## config.mk

```make
export PLATFORM = sky130hd
export DESIGN_NAME = adcsq_top
export DESIGN_NICKNAME = d
export VERILOG_FILES = /design/src/hdl/adcsq_top.v
export VERILOG_INCLUDE_DIRS = /design/src /design/src/hdl
export SDC_FILE = /design/constraint.sdc
export NUM_CORES = 1
export LEC_CHECK = 0
export BUFFER_PORTS_ARGS = -buffer_cell sky130_fd_sc_hd__clkbuf_2
export CAP_MARGIN = 15
export CORE_MARGIN = 4
export CORE_UTILIZATION = 23
export DETAILED_ROUTE_END_ITERATION = 7
export GPL_TIMING_DRIVEN = 0
export PLACE_DENSITY = 0.43
export SYNTH_ARGS = -nofsm -noshare
export SYNTH_HDL_FRONTEND = slang
export SYNTH_SLANG_ARGS = --single-unit
```

## constraint.sdc

```tcl
create_clock -name mclk -period 6.4 [get_ports mclk]
set_clock_uncertainty 0.1 [all_clocks]
set_input_delay 0.96 -clock mclk [delete_from_list [all_inputs] [get_ports mclk]]
set_output_delay 0.96 -clock mclk [all_outputs]
set_load 0.02 [all_outputs]
```

## src/hdl/adcsq_defs.vh

```
// Purpose: Register offsets, field positions, reset values and state codes of the ADC sequencer.
// Assumes: Eight-bit register port, one word per offset.
// Notes: Offsets are local to this block.
`ifndef ADCSQ_DEFS_VH
`define ADCSQ_DEFS_VH

// ============================================================
// Register offsets
`define ADCSQ_A_PCH 5'h00
`define ADCSQ_A_PRE 5'h01
`define ADCSQ_A_ACQ 5'h02
`define ADCSQ_A_CAP 5'h03
`define ADCSQ_A_RPT 5'h04
`define ADCSQ_A_CNT 5'h05
`define ADCSQ_A_FLTH 5'h06
`define ADCSQ_A_FLTL 5'h07
`define ADCSQ_A_RESH 5'h08
`define ADCSQ_A_RESL 5'h09
`define ADCSQ_A_CTRL 5'h0a
`define ADCSQ_A_CTRL2 5'h0b
`define ADCSQ_A_CLKDIV 5'h0c
`define ADCSQ_A_STAT 5'h0d
`define ADCSQ_A_ACCH 5'h0e
`define ADCSQ_A_ACCL 5'h0f
`define ADCSQ_A_SCNT 5'h10
`define ADCSQ_A_RLOW 5'h11

// ============================================================
// Field positions and values
`define ADCSQ_CTRL_GO 0
`define ADCSQ_CTRL_FRM 1
`define ADCSQ_CTRL_CS 2
`define ADCSQ_CTRL_DSEN 3
`define ADCSQ_CTRL2_ACLR 3
`define ADCSQ_PCH_MASK 8'h3f
`define ADCSQ_CAP_MASK 8'h1f
`define ADCSQ_DIV_MASK 8'h3f
`define ADCSQ_ZERO8 8'h00
`define ADCSQ_FF8 8'hff
`define ADCSQ_ONE8 8'h01
`define ADCSQ_ONE9 9'h001
`define ADCSQ_ACQ_DEFAULT 9'h100
`define ADCSQ_CONV_CLKS 9'h00b
`define ADCSQ_CH_VREF 6'h3f
`define ADCSQ_CH_DAC 6'h3e
`define ADCSQ_CH_TEMP 6'h3d
`define ADCSQ_CH_AVSS 6'h3c
`define ADCSQ_MD_ACC 3'h1
`define ADCSQ_MD_AVG 3'h2
`define ADCSQ_MD_BURST 3'h3
`define ADCSQ_MD_LOWPASS 3'h4

// ============================================================
// Sequencer states, one-hot
`define ADCSQ_S_IDLE 4'h1
`define ADCSQ_S_PRE 4'h2
`define ADCSQ_S_ACQ 4'h4
`define ADCSQ_S_CONV 4'h8

`endif

```

## src/hdl/adcsq_top.v

```verilog
// Purpose: Sequencer and result registers of a 10-bit SAR converter.
// Assumes: All inputs synchronous to mclk; the converter answers within a conversion stage.
// Notes: Accumulator and filter arithmetic is a simple model; the threshold pulse logic is in this module too.
`timescale 1ns/1ns
`default_nettype none
`include "adcsq_defs.vh"

module adcsq_top (
    input wire mclk, // System clock, 100 MHz.
    input wire rst, // Synchronous reset, active high.
    input wire [4:0] addr, // Register address.
    input wire [7:0] wdata, // Write data.
    input wire wr, // Write strobe.
    input wire rd, // Read strobe.
    input wire [9:0] conv_data, // Converter result.
    input wire conv_done, // Converter finished a result.
    input wire trigger, // Conversion trigger pulse.
    output reg [7:0] rdata, // Read data, one cycle after rd.
    output reg [5:0] mux_sel, // Pin channel index to the analog multiplexer.
    output reg [3:0] mux_int, // One-hot internal source: ground, temp, DAC, reference.
    output reg mux_pin_en, // A pin channel is connected.
    output reg [4:0] cap_sel, // Extra sample capacitance in pF.
    output reg precharge_on, // Precharge stage active.
    output reg acquire_on, // Acquisition stage active.
    output reg conv_start, // Start pulse to the converter.
    output reg threshold_check, // Pulse at a result when counter reaches repeat threshold, in average, burst or low-pass mode only.
    output reg [2:0] stage_status // Stage code: 0 idle, 1-3 first, 5-7 second sample.
);

    parameter [5:0] PIN_LAST = 6'h22; // Highest pin code that is bonded.

    // ============================================================
    // Registers
    reg [5:0] positive_channel_select;
    reg [7:0] precharge_time;
    reg [7:0] acquisition_time;
    reg [4:0] extra_sample_cap;
    reg [7:0] repeat_threshold;
    reg [7:0] trigger_counter;
    reg [9:0] conversion_result;
    reg [7:0] result_high;
    reg [7:0] result_low;
    reg result_format_sel;
    reg conv_clock_source;
    reg double_sample_en;
    reg busy;
    reg [2:0] operating_mode_sel;
    reg [2:0] accum_shift_amount;
    reg accum_clear_cmd;
    reg [5:0] conv_clock_divider;
    reg [15:0] sample_accumulator;
    reg overflow_flag;
    reg [7:0] sample_count;
    reg [15:0] lowpass_state;
    reg [15:0] filter_output;
    reg [3:0] state;
    reg second;
    reg [8:0] stage_cnt;
    reg [6:0] div_cnt;
    reg adc_tick;
    // Latched copies so running stages see stable settings.
    reg [7:0] pre_lat;
    reg [7:0] acq_lat;
    reg cs_lat;
    reg [5:0] div_lat;

    // A cycle starts only from idle, so timing, clock, channel and capacitor writes made mid-cycle wait for the next one.
    wire start_cycle = busy && state == `ADCSQ_S_IDLE && !second;
    // The system clock path ignores the divider entirely.
    wire tick = cs_lat ? adc_tick : 1'b1;

    // Arithmetic shift used for both average outputs; truncates toward minus infinity.
    function [15:0] ashr;
        input [15:0] v;
        input [2:0] s;
        begin
            ashr = $signed(v) >>> s;
        end
    endfunction

    // Acquisition length from the latched codes, with the 256 case.
    function [8:0] acq_len;
        input [7:0] pre;
        input [7:0] acq;
        begin
            if (acq == `ADCSQ_ZERO8 && pre != `ADCSQ_ZERO8)
                acq_len = `ADCSQ_ACQ_DEFAULT;
            else
                acq_len = {1'b0, acq};
        end
    endfunction

    // ============================================================
    // Divided ADC clock: one tick every 2*(code+1) system clocks.
    // It free-runs, so a stage's first tick may come up to one period early.
    always @(posedge mclk) begin
        if (rst) begin
            div_cnt <= 7'h00;
            adc_tick <= 1'b0;
        end else if (div_cnt == {div_lat, 1'b1}) begin
            div_cnt <= 7'h00;
            adc_tick <= 1'b1;
        end else begin
            div_cnt <= div_cnt + 7'h01;
            adc_tick <= 1'b0;
        end
    end

    // ============================================================
    // Register writes and hardware updates.
    always @(posedge mclk) begin
        if (rst) begin
            positive_channel_select <= 6'h00;
            precharge_time <= `ADCSQ_ZERO8;
            acquisition_time <= `ADCSQ_ZERO8;
            extra_sample_cap <= 5'h00;
            repeat_threshold <= `ADCSQ_ZERO8;
            result_format_sel <= 1'b0;
            conv_clock_source <= 1'b0;
            double_sample_en <= 1'b0;
            operating_mode_sel <= 3'h0;
            accum_shift_amount <= 3'h0;
            accum_clear_cmd <= 1'b0;
            conv_clock_divider <= 6'h00;
        end else begin
            if (wr) begin
                case (addr)
                    `ADCSQ_A_PCH: positive_channel_select <= wdata[5:0];
                    `ADCSQ_A_PRE: precharge_time <= wdata;
                    `ADCSQ_A_ACQ: acquisition_time <= wdata;
                    `ADCSQ_A_CAP: extra_sample_cap <= wdata[4:0];
                    `ADCSQ_A_RPT: repeat_threshold <= wdata;
                    `ADCSQ_A_CTRL: begin
                        result_format_sel <= wdata[`ADCSQ_CTRL_FRM];
                        conv_clock_source <= wdata[`ADCSQ_CTRL_CS];
                        double_sample_en <= wdata[`ADCSQ_CTRL_DSEN];
                    end
                    `ADCSQ_A_CTRL2: begin
                        operating_mode_sel <= wdata[2:0];
                        accum_shift_amount <= wdata[6:4];
                        accum_clear_cmd <= wdata[`ADCSQ_CTRL2_ACLR];
                    end
                    `ADCSQ_A_CLKDIV: conv_clock_divider <= wdata[5:0];
                    default: ;
                endcase
            end
            // The command bit drops once the clear below has taken effect.
            if (accum_clear_cmd && !(wr && addr == `ADCSQ_A_CTRL2))
                accum_clear_cmd <= 1'b0;
        end
    end

    // ============================================================
    // Trigger counter, result bytes and accumulator: not touched by reset.
    always @(posedge mclk) begin
        if (wr && addr == `ADCSQ_A_CNT)
            trigger_counter <= wdata;
        else if (trigger && trigger_counter != `ADCSQ_FF8)
            trigger_counter <= trigger_counter + `ADCSQ_ONE8;
        if (wr && addr == `ADCSQ_A_RESH)
            result_high <= wdata;
        else if (state == `ADCSQ_S_CONV && conv_done)
            result_high <= result_format_sel ? {6'h00, conv_data[9:8]} : conv_data[9:2];
        if (wr && addr == `ADCSQ_A_RESL)
            result_low <= wdata;
        else if (state == `ADCSQ_S_CONV && conv_done)
            result_low <= result_format_sel ? conv_data[7:0] : {conv_data[1:0], 6'h00};
        if (state == `ADCSQ_S_CONV && conv_done)
            conversion_result <= conv_data;
        // Clear wins over a sample landing in the same cycle; that sample is lost.
        if (accum_clear_cmd) begin
            sample_accumulator <= 16'h0000;
            overflow_flag <= 1'b0;
            sample_count <= `ADCSQ_ZERO8;
        end else if (state == `ADCSQ_S_CONV && conv_done) begin
            {overflow_flag, sample_accumulator} <=
                {overflow_flag, 16'h0000} | ({1'b0, sample_accumulator} + {7'h00, conv_data});
            if (sample_count != `ADCSQ_FF8)
                sample_count <= sample_count + `ADCSQ_ONE8;
            // First-order low-pass: y += (x - y) >> shift.
            lowpass_state <= lowpass_state +
                             ashr({6'h00, conv_data} - lowpass_state, accum_shift_amount);
        end
        if (rst)
            lowpass_state <= 16'h0000;
    end

    // ============================================================
    // Filter output follows the mode; software cannot write it.
    always @(posedge mclk) begin
        if (rst)
            filter_output <= 16'h0000;
        else if (operating_mode_sel == `ADCSQ_MD_LOWPASS)
            filter_output <= lowpass_state;
        // Other modes leave the last value standing rather than forcing zero.
        else if (operating_mode_sel == `ADCSQ_MD_ACC || operating_mode_sel == `ADCSQ_MD_AVG ||
                 operating_mode_sel == `ADCSQ_MD_BURST)
            filter_output <= ashr(sample_accumulator, accum_shift_amount);
    end

    // ============================================================
    // Stage sequencer: precharge, acquisition, conversion per sample.
    always @(posedge mclk) begin
        conv_start <= 1'b0;
        if (rst) begin
            state <= `ADCSQ_S_IDLE;
            busy <= 1'b0;
            second <= 1'b0;
            stage_cnt <= 9'h000;
            pre_lat <= `ADCSQ_ZERO8;
            acq_lat <= `ADCSQ_ZERO8;
            cs_lat <= 1'b0;
            div_lat <= 6'h00;
            mux_sel <= 6'h00;
            mux_int <= 4'h0;
            mux_pin_en <= 1'b0;
            cap_sel <= 5'h00;
        end else begin
            // Go and trigger only raise busy; a trigger while busy is absorbed.
            if (wr && addr == `ADCSQ_A_CTRL && wdata[`ADCSQ_CTRL_GO])
                busy <= 1'b1;
            else if (trigger)
                busy <= 1'b1;
            if (start_cycle) begin
                pre_lat <= precharge_time;
                acq_lat <= acquisition_time;
                cs_lat <= conv_clock_source;
                div_lat <= conv_clock_divider;
                cap_sel <= extra_sample_cap;
                mux_sel <= positive_channel_select;
                mux_pin_en <= positive_channel_select <= PIN_LAST;
                mux_int <= {positive_channel_select == `ADCSQ_CH_VREF,
                            positive_channel_select == `ADCSQ_CH_DAC,
                            positive_channel_select == `ADCSQ_CH_TEMP,
                            positive_channel_select == `ADCSQ_CH_AVSS};
            end
            case (state)
                `ADCSQ_S_IDLE: begin
                    if (start_cycle || second) begin
                        if ((start_cycle ? precharge_time : pre_lat) != `ADCSQ_ZERO8) begin
                            state <= `ADCSQ_S_PRE;
                            stage_cnt <= {1'b0, start_cycle ? precharge_time : pre_lat};
                        end else if (acq_len(start_cycle ? precharge_time : pre_lat,
                                             start_cycle ? acquisition_time : acq_lat) != 9'h000) begin
                            state <= `ADCSQ_S_ACQ;
                            stage_cnt <= acq_len(start_cycle ? precharge_time : pre_lat,
                                                 start_cycle ? acquisition_time : acq_lat);
                        end else begin
                            state <= `ADCSQ_S_CONV;
                            conv_start <= 1'b1;
                        end
                    end
                end
                `ADCSQ_S_PRE: begin
                    if (tick) begin
                        if (stage_cnt == `ADCSQ_ONE9) begin
                            if (acq_len(pre_lat, acq_lat) != 9'h000) begin
                                state <= `ADCSQ_S_ACQ;
                                stage_cnt <= acq_len(pre_lat, acq_lat);
                            end else begin
                                state <= `ADCSQ_S_CONV;
                                conv_start <= 1'b1;
                            end
                        end else
                            stage_cnt <= stage_cnt - `ADCSQ_ONE9;
                    end
                end
                `ADCSQ_S_ACQ: begin
                    if (tick) begin
                        if (stage_cnt == `ADCSQ_ONE9) begin
                            state <= `ADCSQ_S_CONV;
                            conv_start <= 1'b1;
                        end else
                            stage_cnt <= stage_cnt - `ADCSQ_ONE9;
                    end
                end
                `ADCSQ_S_CONV: begin
                    // The second sample reuses the settings latched for the first.
                    if (conv_done) begin
                        state <= `ADCSQ_S_IDLE;
                        if (double_sample_en && !second)
                            second <= 1'b1;
                        else begin
                            second <= 1'b0;
                            busy <= 1'b0;
                        end
                    end
                end
                default: state <= `ADCSQ_S_IDLE;
            endcase
        end
    end

    // ============================================================
    // Stage outputs and threshold pulse, all registered.
    // They trail the state by one clock, which the port contract allows for.
    always @(posedge mclk) begin
        if (rst) begin
            precharge_on <= 1'b0;
            acquire_on <= 1'b0;
            stage_status <= 3'h0;
            threshold_check <= 1'b0;
        end else begin
            precharge_on <= state == `ADCSQ_S_PRE;
            acquire_on <= state == `ADCSQ_S_ACQ;
            stage_status <= {second, state == `ADCSQ_S_CONV || state == `ADCSQ_S_ACQ,
                             state == `ADCSQ_S_CONV || state == `ADCSQ_S_PRE};
            threshold_check <= state == `ADCSQ_S_CONV && conv_done &&
                               (operating_mode_sel == `ADCSQ_MD_AVG ||
                                operating_mode_sel == `ADCSQ_MD_BURST ||
                                operating_mode_sel == `ADCSQ_MD_LOWPASS) &&
                               trigger_counter >= repeat_threshold;
        end
    end

    // ============================================================
    // Read port: data stand in the cycle after the strobe.
    // Unmapped offsets read zero, and so does the bus between reads.
    always @(posedge mclk) begin
        if (rst)
            rdata <= `ADCSQ_ZERO8;
        else if (rd) begin
            case (addr)
                `ADCSQ_A_PCH: rdata <= {2'b00, positive_channel_select};
                `ADCSQ_A_PRE: rdata <= precharge_time;
                `ADCSQ_A_ACQ: rdata <= acquisition_time;
                `ADCSQ_A_CAP: rdata <= {3'b000, extra_sample_cap};
                `ADCSQ_A_RPT: rdata <= repeat_threshold;
                `ADCSQ_A_CNT: rdata <= trigger_counter;
                `ADCSQ_A_FLTH: rdata <= filter_output[15:8];
                `ADCSQ_A_FLTL: rdata <= filter_output[7:0];
                `ADCSQ_A_RESH: rdata <= result_high;
                `ADCSQ_A_RESL: rdata <= result_low;
                `ADCSQ_A_CTRL: rdata <= {4'h0, double_sample_en, conv_clock_source,
                                         result_format_sel, busy};
                `ADCSQ_A_CTRL2: rdata <= {1'b0, accum_shift_amount, accum_clear_cmd,
                                          operating_mode_sel};
                `ADCSQ_A_CLKDIV: rdata <= {2'b00, conv_clock_divider};
                `ADCSQ_A_STAT: rdata <= {overflow_flag, 4'h0, stage_status};
                `ADCSQ_A_ACCH: rdata <= sample_accumulator[15:8];
                `ADCSQ_A_ACCL: rdata <= sample_accumulator[7:0];
                `ADCSQ_A_SCNT: rdata <= sample_count;
                `ADCSQ_A_RLOW: rdata <= conversion_result[7:0];
                default: rdata <= `ADCSQ_ZERO8;
            endcase
        end else
            rdata <= `ADCSQ_ZERO8;
    end

endmodule // adcsq_top

`default_nettype wire

```

* Yosys cells after proc, flatten, opt, wreduce, memory -nomap -nowiden
Index checks and enable logic that the tools add are counted.
** Word-level totals
- Word-level logic and storage cells :: 209
- Flip-flop bits (word level) :: 217
** Cells by class
- Equal/unequal tests :: 42
- Magnitude comparators :: 2
- Reductions and logical operators :: 53
- Shifts and indexed selects :: 2
- Mux-type cells :: 59
- $add $sub $neg :: 7
- Bitwise gates (word level) :: 3
** Operators with widths (number)
- 9-bit 2-to-1 mux :: 18
- 8-bit one-hot mux with 18 select lines :: 1
- 8-bit 2-to-1 mux :: 10
- 5-bit by 4-bit equality test with 1-bit output, second input constant :: 8
- 4-bit 2-to-1 mux :: 9
- 16-bit 2-to-1 mux :: 2
- 16-bit by 3-bit >>> shifter with 16-bit output :: 2
- 9-bit one-hot mux with 3 select lines :: 1
- 6-bit equality test, second input constant :: 4
- 2-bit AND reduction :: 11
- 5-bit by 3-bit equality test with 1-bit output, second input constant :: 4
- 9-bit nonzero test :: 2
- 16-bit by 10-bit adder with 17-bit output :: 1
- 17-bit OR :: 1
- 16-bit adder :: 1
- 8-bit by 1-bit adder with 8-bit output, second input constant :: 2
- 1-bit logical AND :: 16
- 8-bit zero test :: 2
- 1-bit 2-to-1 mux :: 16
- 8-bit inequality test, second input constant :: 2
- 4-bit one-hot mux with 4 select lines :: 1
- 8-bit nonzero test :: 2
- 10-bit by 16-bit subtractor with 16-bit output :: 1
- 2-bit inequality test, second input constant :: 6
- other kinds (29) :: 45

* Depth between registers and ports, before layout
- Depth in word-level cells :: 16
- Mapped depth :: 21
- Gate-level depth less buffers :: 21

* Worst setup path after synthesis
Ideal clock, no wire load.
- Kind :: input to register
- From :: in conv_data[0]
- To :: reg lowpass_state[14]
- Cell stages on the path :: 21
- Arrival :: 4571 ps
- Library setup time :: 142 ps
- Slack :: 1588 ps
- Path through :: inv_1 -> ha_1 -> fa_1 -> nor2b_1 -> o211a_1 -> a21o_1 -> nor2_1 -> xor2_1 -> o21ai_1 -> mux4_2 -> ha_1 -> inv_1 -> fa_1 -> nor2b_1 -> o2111ai_1 -> a31o_2 -> o2111ai_1 -> nand2_1 -> a21oi_1 -> mux2i_1 -> o311ai_0
** Between the ends
- Longest elaborated chain between the ends :: 3
** RTL lines
- from (decl) :: RTL line adcsq_top.v:15 : input wire [9:0] conv_data,
- 10-bit by 16-bit subtractor with 16-bit output :: RTL line adcsq_top.v:182 : ashr({6'h00, conv_data} - lowpass_state, accum_shift_amount);
- 16-bit by 3-bit >>> shifter with 16-bit output :: RTL line adcsq_top.v:77 : ashr = $signed(v) >>> s;
- 16-bit adder :: RTL line adcsq_top.v:181 : lowpass_state <= lowpass_state +
- to (signal assigned) :: RTL line adcsq_top.v:181
- to (decl) :: RTL line adcsq_top.v:54 : reg [15:0] lowpass_state;
Every way passes these cells.
A chain may end at the register's enable or synchronous reset.

* Worst setup path after layout
Ends and elaborated chain as after synthesis.

==> summary.md <==
| Metric | Value |
|---|---|
| Flop pwr share | 37.7% |
| Most common cell after layout, fill and taps aside | nand2_1 |
| WP data arrival | 5.67 ns |
| Area grow syn2layout | 16.8% |
| Hold Buf Count CTS | 0 |
| Gpl congestion | 0.925 |
| Die span in x | 245 um |
| Syn Inst Count | 1588 |
| Core Region | 55300 um^2 |
| Final worst-path cycle share | 83.7% |
| Async SR Flop Fraction | 0% |
| Combinational power share | 23.8% |
| Hold Crit Class | register to register |
| CTS tree | done |
| Avg Synthesized Cell Area | 8.13 um^2 |
| Full die area | 60000 um^2 |
| Final instance area | 15100 um^2 |
| Sequential area share after synthesis | 36.1% |
| Clk sinks | 217 |
| Top FF cell, synth | dfxtp_1 |
| Maximum VDD drop | 0.000180 V |
| Dpl cell area | 14100 um^2 |
| Hpwl dp | 39700 um |
| Skew-Pair Late Insertion Delay | 0.57 ns |
| Sw Share | 33.3% |
| CP Cell Sequence | clkbuf_2, inv_1, ha_1, fa_1, nor2b_1, o211a_1, a21o_1, nor2_1, xor2_1, o21ai_1, mux4_2, ha_1, inv_1, fa_1, nor2b_1, o2111ai_1, a31o_2, o2111ai_1, nand2_1, a21oi_1, mux2i_1, o311ai_0 |
| Initial antenna violation count | 1 |
| Final Setup Violations | 0 |
| Outcome | finished clean |
| Synth warn | 0 |
| Residual DRC | 0 |
| Gr usage total | 17.1% |
| Final setup TNS | 0 ns |
| Crit-path slowest cell | fa_1 |
| First-pass GRT wire length | 78200 um |
| WP data required | 6.72 ns |
| Max_cap viols | 0 |
| IO Pins | 60 |
| Worst path bufs/invs | 3 |
| WS Path Type | input port to register |
| Relative slew slack | 25.3% |
| CP peak stage delay | 0.42 ns |
| Worst-margin pin slew | 1.11 ns |
| Number of enable flip-flop cells after synthesis | 32 |
| Max clock buf depth | 3 |
| Final wirelength | 53100 um |
| Register bit total from synthesis | 217 |
| Inst Count DP | 2388 |
| Kind of end point of the critical path | register |
| Crit path time final | 5.35 ns |
| Syn nets | 1670 |
| Max Slew Vio Count | 0 |
| Share of cells above drive strength 1 | 10.8% |
| DRT Pass-1 Iters | 6 |
| CTS root buf | clkbuf_16 |
| CTS H-tree depth | 1 |
| Port Buffers | 51 |
| Fin. Hold Viols | 0 |
| Global route overflow | 0 |
| Starting DRT DRC Count | 1241 |
| Leakage | 5.38 nW |
| Filler instances | 6103 |
| Clock share of power | 38.5% |
| Cell Count, Final, Fillers Out | 2441 |
| Post-CTS Resized | 0 |
| Drt wl/cell | 21.7 um |
| Layout Nets | 1754 |
| Antenna-violating nets left | 0 |
| Switch Pwr | 1.42 mW |
| Startpoint Class | input port |
| Top cells by area, synth | dfxtp_1 29%, nand2_1 7.6%, edfxtp_1 7.4% |
| Vias/cell | 5.11 |
| Netlist cell types | 83 |
| Mapped cell area | 12900 um^2 |
| RSZ-0062 raised after global routing | no |
| DIE HEIGHT | 245 um |
| Crit path max-delay family | compound AO/OA/AOI/OAI gates |
| Setup bufs post-CTS | 0 |
| Synth area leader | dfxtp_1 |
| Most frequent cells in the layout | 262 x nand2_1, 185 x dfxtp_1, 176 x a21oi_1 |
| Pwr dens | 282 nW/um^2 |
| Reg area | 4660 um^2 |
| Number of buffers created by CTS | 28 |
| P_int | 2.84 mW |
| Worst Path Max Fanout | 5 |
| Vias in the first global route | 11859 |
| Fmax achieved | 0.187 GHz |
| Vias | 12474 |
| Initial Util | 23.4% |
| Std cell rows | 86 |
| Largest net degree at the start of global routing | 18 |
| Clk slew on worst S/H paths | 0.06 ns |
| Combined area of the multi-input logic cells | 7660 um^2 |
| Top cell type's share of synthesized area | 28.7% |
## tightest hold or removal path, cell delays in order (launching register included)
cell	delay, ns
dfxtp_1	0.31
nand2_1	0.05
a21oi_1	0.05
## registers in the layout (all words and copies together), names as in the netlist, 7 cells and up
signal              count
repeat_threshold        8
acquisition_time        8
sample_count            8
result_high             8
lowpass_state          16
acq_lat                 8
filter_output          16
div_cnt                 7
sample_accumulator     16
pre_lat                 8
conversion_result       8
trigger_counter         8
precharge_time          8
stage_cnt               9
rdata                   8
result_low              8
## layout make-up
class	count	area share, %
diodes	1	0.0166
plain buffers	102	2.77
clock buffers	37	5.34
clock inverters	13	0.929
inverters	49	1.22
multi-input cells	1220	50.8
flip-flops and latches	217	30.9
well taps	748	6.20
repair buffers	54	1.84
## layer usage
metal	share of wire (%)	up-vias	routed length, um	GRT usage [%]
met5	0.024	-	13	0
li1	-	5921	-	-
met3	6.5	94	3420	2.97
met1	45	6053	24100	23.5
met4	2.8	2	1490	4.95
met2	45	404	24000	27.6
## per-stage QoR
stage | setup slack, ns | hold WS (ns) | power, mW | utilization [%]
2_1_floorplan | 1.59 | 0.326 | 2.32 | -
3_3_place_gp | 0.539 | 0.343 | 2.62 | 25.5
3_5_place_dp | 0.572 | 0.351 | 2.64 | 25.5
4_1_cts | 1.14 | 0.359 | 4.28 | 27.2
5_1_grt | 0.753 | 0.381 | 4.46 | 27.3
6_report | 1.05 | 0.359 | 4.26 | 27.3
## cells by family (layout without fill, tap and decap cells)
family          Yosys count  after routing  share of synthesized area (%)
compound gates          413            413                           20.9
other cells               0              1                              0
flops                   217            217                           36.1
simple gates            630            630                           22.7
xor+xnor                 55             55                           3.73
mux                      69             69                           6.59
fa+ha+maj                53             53                           5.31
buf+inv                 151            255                           4.66
## cell usage after synthesis, types with 14 or more instances
| cell type | n |
|---|---|
| xor2_1 | 19 |
| ha_1 | 50 |
| nor2_1 | 139 |
| inv_1 | 49 |
| mux2i_1 | 40 |
| dfxtp_1 | 185 |
| a211oi_1 | 19 |
| nor3_1 | 34 |
| and3_1 | 17 |
| mux2_2 | 18 |
| a221oi_1 | 20 |
| nand2_1 | 262 |
| a22oi_1 | 16 |
| clkbuf_1 | 77 |
| nand3_1 | 81 |
| o21ai_0 | 45 |
| o21a_1 | 14 |
| a222oi_1 | 16 |
| a21oi_1 | 176 |
| edfxtp_1 | 32 |
| xnor2_1 | 36 |
## power by group through the flow
stage	Combinational, mW	Clock (mW)	Sequential [mW]
floorplan	0.765	0	1.56
global placement	0.999	0	1.63
detailed placement	1.01	0	1.63
CTS	1.01	1.67	1.60
global route	1.13	1.72	1.61
finish	1.01	1.64	1.60
## final timing paths
kind / slack, ns / to / cells past startpoint / from
worst max register to register: 1.12 / lowpass_state[14] / 21 / lowpass_state[1]
worst min register to register: 0.36 / cap_sel[4] / 2 / cap_sel[4]
worst min-delay path: 0.36 / cap_sel[4] / 2 / cap_sel[4]
worst max-delay path: 1.05 / lowpass_state[14] / 22 / conv_data[0]
No activity file was read; power rests on OpenSTA's default activity.
